--- src/hw/uctd_params.svh ---
/*
 charger detection constants: codes, clock rate, timing in microseconds.
 assumes a 125 MHz system clock.
*/
`ifndef UCTD_PARAMS_SVH
`define UCTD_PARAMS_SVH
`define UCTD_CLK_MHZ 125
`define UCTD_TICK_US 1
`define UCTD_TICK_CYC (`UCTD_CLK_MHZ * `UCTD_TICK_US)
`define UCTD_DCD_US 300
`define UCTD_PRIM_US 40
`define UCTD_SEC_US 40
`define UCTD_CT_NONE 2'h0
`define UCTD_CT_SDP 2'h1
`define UCTD_CT_CDP 2'h2
`define UCTD_CT_DCP 2'h3
`define UCTD_PT_UNKNOWN 3'h0
`define UCTD_PT_VEND_A2A 3'h1
`define UCTD_PT_GEN_500 3'h2
`define UCTD_PT_VEND_B1A 3'h3
`define UCTD_PT_VEND_B2A 3'h4
`define UCTD_PT_VEND_B12W 3'h5
`define UCTD_LVL_LOW 3'h0
`define UCTD_LVL_L1 3'h1
`define UCTD_LVL_L2 3'h2
`define UCTD_LVL_L3 3'h3
`define UCTD_LVL_HIGH 3'h4
`endif

--- src/hw/uctd_pkg.sv ---
/*
 types of the charger detection block.
 assumes uctd_params.svh constants.
*/
package uctd_pkg;
    typedef enum logic [5:0] {
        UCTD_IDLE = 6'h01,
        UCTD_DCD = 6'h02,
        UCTD_PRIM = 6'h04,
        UCTD_SEC = 6'h08,
        UCTD_PROP = 6'h10,
        UCTD_DONE = 6'h20
    } uctd_state_t;
endpackage : uctd_pkg

--- src/hw/uctd_tick_if.sv ---
/*
 interface carrying the microsecond tick between divider and detector.
 assumes one system clock.
*/
`timescale 1ns/1ps
`default_nettype none
interface uctd_tick_if;
    logic tick;
    modport src (output tick);
    modport dst (input tick);
endinterface : uctd_tick_if
`default_nettype wire

--- src/hw/uctd_tick_div.sv ---
/*
 divider producing a one-cycle enable every microsecond.
 assumes a synchronous single clock domain.
*/
`timescale 1ns/1ps
`default_nettype none
`include "uctd_params.svh"
module uctd_tick_div import uctd_pkg::*; #(
    parameter int DIV = `UCTD_TICK_CYC
) (
    // clock and reset
    input wire logic i_sys_clk,
    input wire logic i_resetn,
    // tick out
    uctd_tick_if.src tk
);
    typedef struct packed {
        logic [7:0] cnt;
        logic tick;
    } uctd_div_t;
    uctd_div_t st_ff;
    uctd_div_t nxt_st;
    // count down and pulse on wrap
    always_comb begin
        nxt_st = st_ff;
        nxt_st.tick = 1'b0;
        if (st_ff.cnt == 8'h00) begin
            nxt_st.cnt = 8'(DIV - 1);
            nxt_st.tick = 1'b1;
        end else begin
            nxt_st.cnt = st_ff.cnt - 8'h01;
        end
    end
    always_ff @(posedge i_sys_clk or negedge i_resetn) begin
        if (!i_resetn) begin
            st_ff <= '0;
        end else begin
            st_ff <= nxt_st;
        end
    end
    assign tk.tick = st_ff.tick;
endmodule : uctd_tick_div
`default_nettype wire

--- src/hw/uctd_detect.sv ---
/*
 charger type detection: bc1.2 sequence, proprietary level table,
 charger enable, debug accessory and interrupt open-drain pins.
 assumes comparator inputs are synchronous digital levels from the analog front end.
*/
// Overview of operation
// interrupt pin is active-low open drain, released high only by pullup
// charger enable pin is active-low open drain with external pullup
// debug accessory pin pulls low whenever 80k sensed on either sideband pin
// after secondary detection finds DCP, D+ source voltage is switched off
// state machine follows BC1.2 and classifies SDP, CDP or DCP
// also recognise generic 500mA adapter and two vendor adapter families
// proprietary hits still report an SDP, CDP or DCP type
// shorted, biased D+/D- adapter reports as DCP plus its proprietary code
// running status of detection visible as a dedicated status bit
// type field codes: 00 none, 01 SDP, 10 CDP, 11 DCP
// running indication held from detection start until machine completes
// three-bit proprietary field, 0 unknown, 1 to 5 specific variants
// after detection the enable pin follows type and proprietary result
// type fields hold after completion until detach or a new run
`timescale 1ns/1ps
`default_nettype none
`include "uctd_params.svh"
module uctd_detect import uctd_pkg::*; #(
    parameter int DCD_US = `UCTD_DCD_US,
    parameter int PRIM_US = `UCTD_PRIM_US,
    parameter int SEC_US = `UCTD_SEC_US
) (
    // clock and reset
    input wire logic i_sys_clk,
    input wire logic i_resetn,
    // attach and policy
    input wire logic i_vbus_valid,
    input wire logic i_not_usb_compliant,
    // analog comparators
    input wire logic i_dm_above_vdat,
    input wire logic i_dp_above_vdat,
    input wire logic i_dcd_contact,
    input wire logic [2:0] i_dp_level,
    input wire logic [2:0] i_dm_level,
    input wire logic i_sbu1_80k,
    input wire logic i_sbu2_80k,
    // analog controls
    output logic o_dplus_source_voltage,
    output logic o_dminus_source_voltage,
    // status
    output logic [1:0] o_charger_type_code,
    output logic [2:0] o_proprietary_type_code,
    output logic o_detection_running_flag,
    output logic o_detect_event,
    // open-drain pins
    output logic o_charger_en_n_out,
    output logic o_charger_en_n_oe,
    output logic o_debug_accessory_n_out,
    output logic o_debug_accessory_n_oe,
    output logic o_int_n_out,
    output logic o_int_n_oe
);
    localparam int DCD_CNT = DCD_US / `UCTD_TICK_US;
    localparam int PRIM_CNT = PRIM_US / `UCTD_TICK_US;
    localparam int SEC_CNT = SEC_US / `UCTD_TICK_US;

    typedef struct packed {
        uctd_state_t state;
        logic [9:0] tmr;
        logic [1:0] ctype;
        logic [2:0] ptype;
        logic dp_src;
        logic dm_src;
        logic running;
        logic done;
        logic event_p;
        logic int_pend;
        logic vbus_d;
        logic dbg;
        logic ce_low;
    } uctd_st_t;

    uctd_st_t st_ff;
    uctd_st_t nxt_st;
    uctd_tick_if tk ();

    uctd_tick_div u_div (
        .i_sys_clk(i_sys_clk),
        .i_resetn(i_resetn),
        .tk(tk)
    );

    // proprietary lookup on quantised D+/D- levels
    function automatic logic [2:0] uctd_prop(input logic [2:0] dp, input logic [2:0] dm);
        logic [2:0] r;
        r = `UCTD_PT_UNKNOWN;
        if (dp == `UCTD_LVL_L1 && dm == `UCTD_LVL_L1) r = `UCTD_PT_VEND_A2A;
        if (dp == `UCTD_LVL_L2 && dm == `UCTD_LVL_L2) r = `UCTD_PT_GEN_500;
        if (dp == `UCTD_LVL_L2 && dm == `UCTD_LVL_L3) r = `UCTD_PT_VEND_B1A;
        if (dp == `UCTD_LVL_L3 && dm == `UCTD_LVL_L2) r = `UCTD_PT_VEND_B2A;
        if (dp == `UCTD_LVL_L3 && dm == `UCTD_LVL_L3) r = `UCTD_PT_VEND_B12W;
        return r;
    endfunction : uctd_prop

    // bc1.2 type that each proprietary adapter is also reported as
    function automatic logic [1:0] uctd_prop_base(input logic [2:0] p, input logic [1:0] bc);
        logic [1:0] r;
        case (p)
            `UCTD_PT_VEND_A2A: r = `UCTD_CT_DCP;
            `UCTD_PT_GEN_500: r = `UCTD_CT_SDP;
            `UCTD_PT_VEND_B1A: r = `UCTD_CT_CDP;
            `UCTD_PT_VEND_B2A: r = `UCTD_CT_SDP;
            `UCTD_PT_VEND_B12W: r = `UCTD_CT_DCP;
            default: r = bc;
        endcase
        return r;
    endfunction : uctd_prop_base

    // enable pin policy from final result
    function automatic logic uctd_ce(input logic [1:0] c, input logic [2:0] p, input logic nc);
        logic r;
        r = 1'b0;
        if (p != `UCTD_PT_UNKNOWN) r = 1'b1;
        else if (c == `UCTD_CT_DCP || c == `UCTD_CT_CDP) r = 1'b1;
        else if (c == `UCTD_CT_SDP) r = nc;
        return r;
    endfunction : uctd_ce

    // detection sequencer
    always_comb begin
        nxt_st = st_ff;
        nxt_st.event_p = 1'b0;
        nxt_st.vbus_d = i_vbus_valid;
        nxt_st.dbg = i_sbu1_80k | i_sbu2_80k;
        if (tk.tick && st_ff.tmr != 10'h000) begin
            nxt_st.tmr = st_ff.tmr - 10'h001;
        end
        case (st_ff.state)
            UCTD_IDLE: begin
                if (i_vbus_valid && !st_ff.vbus_d) begin
                    nxt_st.state = UCTD_DCD;
                    nxt_st.tmr = 10'(DCD_CNT);
                    nxt_st.running = 1'b1;
                    nxt_st.done = 1'b0;
                    nxt_st.int_pend = 1'b1;
                end
            end
            UCTD_DCD: begin
                if (i_dcd_contact || st_ff.tmr == 10'h000) begin
                    nxt_st.state = UCTD_PRIM;
                    nxt_st.tmr = 10'(PRIM_CNT);
                    nxt_st.dp_src = 1'b1;
                end
            end
            UCTD_PRIM: begin
                if (st_ff.tmr == 10'h000) begin
                    nxt_st.dp_src = 1'b0;
                    if (i_dm_above_vdat) begin
                        nxt_st.state = UCTD_SEC;
                        nxt_st.tmr = 10'(SEC_CNT);
                        nxt_st.dm_src = 1'b1;
                    end else begin
                        nxt_st.ctype = `UCTD_CT_SDP;
                        nxt_st.state = UCTD_PROP;
                    end
                end
            end
            UCTD_SEC: begin
                if (st_ff.tmr == 10'h000) begin
                    nxt_st.dm_src = 1'b0;
                    nxt_st.dp_src = 1'b0;
                    nxt_st.ctype = i_dp_above_vdat ? `UCTD_CT_DCP : `UCTD_CT_CDP;
                    nxt_st.state = UCTD_PROP;
                end
            end
            UCTD_PROP: begin
                nxt_st.ptype = uctd_prop(i_dp_level, i_dm_level);
                nxt_st.ctype = uctd_prop_base(nxt_st.ptype, st_ff.ctype);
                nxt_st.ce_low = uctd_ce(nxt_st.ctype, nxt_st.ptype, i_not_usb_compliant);
                nxt_st.running = 1'b0;
                nxt_st.done = 1'b1;
                nxt_st.event_p = 1'b1;
                nxt_st.int_pend = 1'b1;
                nxt_st.state = UCTD_DONE;
            end
            UCTD_DONE: begin
                nxt_st.int_pend = 1'b0;

            end
            default: begin
                nxt_st.state = UCTD_IDLE;
            end
        endcase
        // detach clears result and returns to idle
        if (!i_vbus_valid && st_ff.state != UCTD_IDLE) begin
            nxt_st.state = UCTD_IDLE;
            nxt_st.ctype = `UCTD_CT_NONE;
            nxt_st.ptype = `UCTD_PT_UNKNOWN;
            nxt_st.dp_src = 1'b0;
            nxt_st.dm_src = 1'b0;
            nxt_st.running = 1'b0;
            nxt_st.done = 1'b0;
            nxt_st.ce_low = 1'b0;
            nxt_st.event_p = 1'b1;
            nxt_st.int_pend = 1'b0;
        end
    end

    always_ff @(posedge i_sys_clk or negedge i_resetn) begin
        if (!i_resetn) begin
            st_ff <= '{state: UCTD_IDLE, default: '0};
        end else begin
            st_ff <= nxt_st;
        end
    end

    // outputs and open-drain drives
    assign o_dplus_source_voltage = st_ff.dp_src;
    assign o_dminus_source_voltage = st_ff.dm_src;
    assign o_charger_type_code = st_ff.ctype;
    assign o_proprietary_type_code = st_ff.ptype;
    assign o_detection_running_flag = st_ff.running;
    assign o_detect_event = st_ff.event_p;
    assign o_charger_en_n_out = 1'b0;
    assign o_charger_en_n_oe = st_ff.ce_low;
    assign o_debug_accessory_n_out = 1'b0;
    assign o_debug_accessory_n_oe = st_ff.dbg;
    assign o_int_n_out = 1'b0;
    assign o_int_n_oe = st_ff.int_pend | st_ff.event_p;

    // assertions
    property p_od_pins;
        @(posedge i_sys_clk) disable iff (!i_resetn)
        !o_int_n_out && !o_charger_en_n_out && !o_debug_accessory_n_out;
    endproperty
    a_od_pins: assert property (p_od_pins) else $error("open drain drives high");
    property p_dbg;
        @(posedge i_sys_clk) disable iff (!i_resetn)
        (i_sbu1_80k || i_sbu2_80k) |=> o_debug_accessory_n_oe;
    endproperty
    a_dbg: assert property (p_dbg) else $error("debug pin not pulled");
    property p_dcp_src_off;
        @(posedge i_sys_clk) disable iff (!i_resetn)
        (o_charger_type_code == `UCTD_CT_DCP && !o_detection_running_flag)
            |-> !o_dplus_source_voltage;
    endproperty
    a_dcp_src_off: assert property (p_dcp_src_off) else $error("dp source on after dcp");
    property p_sdp;
        @(posedge i_sys_clk) disable iff (!i_resetn)
        (st_ff.state == UCTD_PRIM && st_ff.tmr == 10'h000 && !i_dm_above_vdat && i_vbus_valid)
            |=> o_charger_type_code == `UCTD_CT_SDP;
    endproperty
    a_sdp: assert property (p_sdp) else $error("sdp not reported");
    property p_prop_base;
        @(posedge i_sys_clk) disable iff (!i_resetn)
        (st_ff.done && o_proprietary_type_code != `UCTD_PT_UNKNOWN)
            |-> o_charger_type_code != `UCTD_CT_NONE;
    endproperty
    a_prop_base: assert property (p_prop_base) else $error("proprietary without type");
    property p_a2a_dcp;
        @(posedge i_sys_clk) disable iff (!i_resetn)
        (st_ff.done && o_proprietary_type_code == `UCTD_PT_VEND_A2A)
            |-> o_charger_type_code == `UCTD_CT_DCP;
    endproperty
    a_a2a_dcp: assert property (p_a2a_dcp) else $error("shorted adapter not dcp");
    property p_run;
        @(posedge i_sys_clk) disable iff (!i_resetn)
        (st_ff.state inside {UCTD_DCD, UCTD_PRIM, UCTD_SEC}) |-> o_detection_running_flag;
    endproperty
    a_run: assert property (p_run) else $error("running flag dropped");
    property p_ptype_range;
        @(posedge i_sys_clk) disable iff (!i_resetn)
        o_proprietary_type_code <= `UCTD_PT_VEND_B12W;
    endproperty
    a_ptype_range: assert property (p_ptype_range) else $error("bad proprietary code");
    property p_ce;
        @(posedge i_sys_clk) disable iff (!i_resetn)
        (st_ff.done && o_charger_type_code == `UCTD_CT_DCP) |-> o_charger_en_n_oe;
    endproperty
    a_ce: assert property (p_ce) else $error("enable not asserted for dcp");
    property p_hold;
        @(posedge i_sys_clk) disable iff (!i_resetn)
        (st_ff.state == UCTD_DONE && i_vbus_valid) |=> $stable(o_charger_type_code);
    endproperty
    a_hold: assert property (p_hold) else $error("result changed while attached");
endmodule : uctd_detect
`default_nettype wire

--- config.mk ---
export PLATFORM = sky130hd
export DESIGN_NAME = uctd_detect
export DESIGN_NICKNAME = d
export VERILOG_FILES = /design/src/hw/uctd_pkg.sv /design/src/hw/uctd_tick_if.sv /design/src/hw/uctd_tick_div.sv /design/src/hw/uctd_detect.sv
export VERILOG_INCLUDE_DIRS = /design/src /design/src/hw
export SDC_FILE = /design/constraint.sdc
export NUM_CORES = 1
export LEC_CHECK = 0
export BUFFER_PORTS_ARGS = -buffer_cell sky130_fd_sc_hd__buf_2
export CORE_MARGIN = 10
export CORE_UTILIZATION = 55
export CTS_CLUSTER_DIAMETER = 80
export CTS_CLUSTER_SIZE = 10
export DETAILED_ROUTE_END_ITERATION = 10
export PLACE_DENSITY = 0.83
export SETUP_SLACK_MARGIN = 0.15
export SYNTH_ARGS = -nofsm -noshare
export SYNTH_HDL_FRONTEND = slang
export SYNTH_SLANG_ARGS = --single-unit
--- constraint.sdc ---
create_clock -name i_sys_clk -period 2.9 [get_ports i_sys_clk]
set_clock_uncertainty 0.2 [all_clocks]
set_input_delay 0.58 -clock i_sys_clk [delete_from_list [all_inputs] [get_ports i_sys_clk]]
set_output_delay 0.58 -clock i_sys_clk [all_outputs]
set_load 0.02 [all_outputs]
; ---- After elaboration in Yosys (flattened, before gate mapping)
; Index checks and enable logic that the tools add are counted.
[totals]
ff_bits = 38
latchBits = 0
ram_bits = 0
mem_bits_ro = 0
in_bits = 15
output_inout_bits = 15
elab_cells = 118
memories = 0
[classes]
addsub = 2
multipliers = 0
div_mod_pow = 0
n_lt_le_gt_ge = 0
n_eq_ne = 28
shifts = 0
n_mux = 42
bitwise = 2
reduce_logical = 30
[ops]
columns = cell, n
row1 = 6-bit case mux with 6 select lines, 1
row2 = 16-bit 2-to-1 mux, 2
row3 = 10-bit case mux with 3 select lines, 1
row4 = 10-bit 2-to-1 mux, 2
row5 = "3-bit by 2-bit == test with 1-bit output, second input constant", 6
row6 = 18-bit 2-to-1 mux, 1
row7 = 3-bit 2-to-1 mux, 6
row8 = "3-bit != test, second input constant", 6
row9 = 1-bit 2-to-1 mux, 12
row10 = 2-bit 2-to-1 mux, 6
row11 = 6-bit 2-to-1 mux, 2
row12 = 2-bit case mux with 3 select lines, 2
row13 = 4-bit AND reduction, 3
row14 = 4-bit nonzero test, 3
row15 = 11-bit 2-to-1 mux, 1
row16 = 10-bit logical NOT, 1
row17 = 10-bit nonzero test, 1
row18 = "10-bit by 1-bit subtractor with 10-bit output, second input constant", 1
row19 = "3-bit by 1-bit == test with 1-bit output, second input constant", 3
row20 = 3-bit nonzero test, 3
row21 = 1-bit logical AND, 8
row22 = 8-bit logical NOT, 1
row23 = 8-bit 2-to-1 mux, 1
row24 = "8-bit by 1-bit subtractor with 8-bit output, second input constant", 1
row25 = other kinds (22), 30

; ---- Longest topological paths before layout
[logic_depth]
depth_word = 18
depth_mapped = 8
ltp_nobuf = 7

; ---- Modules after synthesis
; A second synthesis with hierarchy kept.
[unflattened]
hier_cells = 223
hier_area_um2 = 2102.0
[by_module_without_submodules]
columns = module, instances, cells_each, area_per_inst_um2, seq_area_each_um2
row1 = uctd_detect, 1, 182, 1676.6, 726.9
row2 = uctd_tick_div, 1, 41, 425.4, 225.2

; ---- Least setup slack after synthesis
; OpenSTA, ideal clock, no wires.
[synth_timing]
path_type = reg-to-reg
start = register st_ff[14] (netlist name)
end = register st_ff[19] (netlist name)
setup_time_ns = 0.132
arrival_time_ns = 2.070
required_time_ns = 2.568
slack_ns = 0.498
path_stages_with_launch = 9
path_buffers = 1
period_less_slack_ns = 2.402
cell_sequence = dfrtp_1 -> inv_1 -> ha_1 -> or4b_4 -> or3_1 -> buf_6 -> nand2_1 -> nor3_1 -> or3b_1
[synth_rtl]
columns = element, line_no
row1 = "start, declared", uctd_detect.sv:79  ; uctd_st_t st_ff;
row2 = "start signal, assigned", uctd_detect.sv:209  ; st_ff <= nxt_st;

==> metrics.md <==
| Metric | Value |
|---|---|
| Ys Warns | `0` |
| Worst r2r src | `st_ff[14]` |
| Number of cell rows | `22` |
| Post_cts resized | `0` |
| Reg clk slew, reported paths | `0.08 ns` |
| Worst slew pin tran | `between 0.8 and 0.9 ns` |
| TritonRoute pass-1 iters | `4` |
| Min cycle time layout | `2.61 ns` |
| I/O Pins | `30` |
| Final total power | `1.30 mW` |
| EDFF count, synth | `0` |
| Final nets | `266` |
| Clock Latency Late Sink | `around 0.29 ns` |
| DIE HEIGHT | `~80 um` |
| Hold slack | `0.174 ns` |
| Diodes inserted | `0` |
| Syn Inst Count | `between 200 and 250` |
| Post-DP Area | `2220 um2` |
| Setup TNS | `0 ns` |
| Max Root-Sink Buffers | `2` |
| Starting density of the core | `0.568` |
| Clock tree sinks | `38` |
| ANT nets after route | `0` |
| Async set-reset flop share out of synthesis | `1.00` |
| Count leader, synth | `dfrtp_1` |
| Core Region | `3660 um2` |
| Initial antenna violation count | `0` |
| GP Congestion | `0.860` |
| Max-Slew Margin vs Limit | `0.451` |
| # Post-CTS Setup Buffers | `0` |
| Register area share after synthesis | `0.458` |
| Power Dens Cells | `549 nW/um2` |
| DRC | `0` |
| Wire length per cell | `approximately 14 um` |
| Critical Path Start Type | `register` |
| R2R depth | `7` |
| Num CTS Buffers | `5` |
| Number of port buffers | `26` |
| Leak | `1.03 nW` |
| Leading area contributor after synthesis | `dfrtp_1` |
| Final setup fails | `0` |
| Fin crit share | `0.899` |
| Synth area leaders | `dfrtp_1 44%, nor2_1 4.0%, a21oi_1 3.8%` |
| H-tree lvl count | `2` |
| Initial DRC Count | `117` |
| Via count | `about 1600` |
| Gr usage total | `0.142` |
| Syn-to-layout area delta | `13.5%` |
| Final hold vios | `0` |
| Worst Path Max Fanout | `10` |
| Largest net degree at the start of global routing | `39` |
| CTS tree | `built` |
| Number of distinct library cells after synthesis | `51` |
| Yosys reg bits | `38` |
| Max Cap Viol | `0` |
| Routed Wire Length | `4200 um` |
| CP Capture Type | `register` |
| RSZ-0062 raised after global routing | `no` |
| Worst vdd ir | `about 0.4 mV` |
| R2R Path End | `st_ff[19]` |
| Worst EP required | `2.87 ns` |
| Most frequent cells after synthesis | `37 x dfrtp_1, 22 x nor2_1, 18 x nand2_1, 16 x a21oi_1, 12 x o21ai_0` |
| Die W | `81.5 um` |
| Place WS | `0.325 ns` |
| R2R setup slack | `0.29 ns` |
| Worst Hold Class | `input port to async pin` |
| Final worst setup slack | `0.293 ns` |
| Global route overflow | `0` |
| Fillcell total | `291` |
| Die Area | `6640 um2` |
| First-pass GRT wire length | `7540 um` |
| Cts hold-fix bufs | `0` |
| Share of cells above drive strength 1 | `0.201` |
| Worst Path Arrival | `2.58 ns` |
| CP Class | `register to register` |
| Synth Flop Type | `dfrtp_1` |
| DPL Wire Length | `3180 um` |
| Clock Root Buffer | `clkbuf_8` |
| Avg Cell Area, Syn | `around 9.4 um2` |
| Final slew viol count | `0` |
| Vias per cell | `5.52` |
| Yosys top cell area share | `0.445` |
| Vias in the first global route | `1688` |
| Status | `completed` |
| Fmax | `384 MHz` |
| Mapped cell area | `2080 um2` |
| Design Area, Final | `2360 um2` |
-- placed cells by master, fill, tap and decap left out, types with 4 or more instances in the layout --
master	Yosys	routed
a21oi_1	16	16
buf_2	1	26
clkbuf_8	0	6
dfrtp_1	37	37
inv_1	10	10
nand2_1	18	18
nand2b_1	6	6
nand3_1	9	9
nor2_1	22	22
nor3_1	9	9
nor4_1	4	4
o21ai_0	12	12
or2_2	4	4
or3_1	5	5
xnor2_1	5	5
xor2_1	4	4
-- layer usage --
layer,track usage,part of all wire,vias up
li1,-,-,841
met1,0.158,0.43,760
met2,0.250,0.50,33
met3,0.0480,0.055,6
met4,0.0398,0.011,0
met5,0,0,-
-- metrics by stage --
stage	utilization	instances
4_1_cts	0.645	297
3_3_place_gp	0.606	289
6_report	0.645	297
2_1_floorplan	-	223
3_5_place_dp	0.606	289
5_1_grt	0.645	297
-- worst max path at each step --
stage / startpoint / endpoint
global route: st_ff[14] / st_ff[19]
finish: st_ff[14] / st_ff[19]
floorplan: st_ff[14] / st_ff[19]
detailed placement: st_ff[14] / st_ff[19]
global placement: st_ff[14] / st_ff[19]
CTS: st_ff[14] / st_ff[19]
-- power by group --
group	switching, mW	internal (mW)	total (mW)
logic	0.107	0.0652	0.172
registers	0.0163	0.553	0.570
clock network	0.188	0.367	0.555
-- critical path, stage by stage (launching register included) --
cell and delay [ns]:
dfrtp_1 0.39, inv_1 0.09, ha_1 0.21, or4b_4 0.50, or3_1 0.52, nand2_1 0.18
nor3_1 0.06, or3b_1 0.34
-- flip-flops by register name, summed over array words and instances (netlist names) --
| register | flops |
|---|---|
| o_dminus_source_voltage | 1 |
| o_proprietary_type_code | 3 |
| o_detect_event | 1 |
| o_charger_type_code | 2 |
| u_div.st_ff | 8 |
| o_charger_en_n_oe | 1 |
| o_debug_accessory_n_oe | 1 |
| o_detection_running_flag | 1 |
| o_dplus_source_voltage | 1 |
| u_div.tk.tick | 1 |
| st_ff | 18 |
-- logic make-up after synthesis --
family	after synthesis	share of synthesized area
compound gates	47	0.151
buf+inv	21	0.0571
simple gates	101	0.272
fa+ha+maj	3	0.0180
other cells	1	0.00180
flops	38	0.458
xor+xnor	9	0.0379
mux	1	0.00481
-- cell type report --
class,instances,area [um2],share of cell area
clock inverter,2,60.1,0.0254
timing repair buffer,29,153,0.0646
multi-input combinational,164,1020,0.431
sequential,38,952,0.403
clock buffer,6,82.6,0.0350
tap,48,60.1,0.0254
inverter,10,37.5,0.0159
No activity file was read; power rests on OpenSTA's default activity.
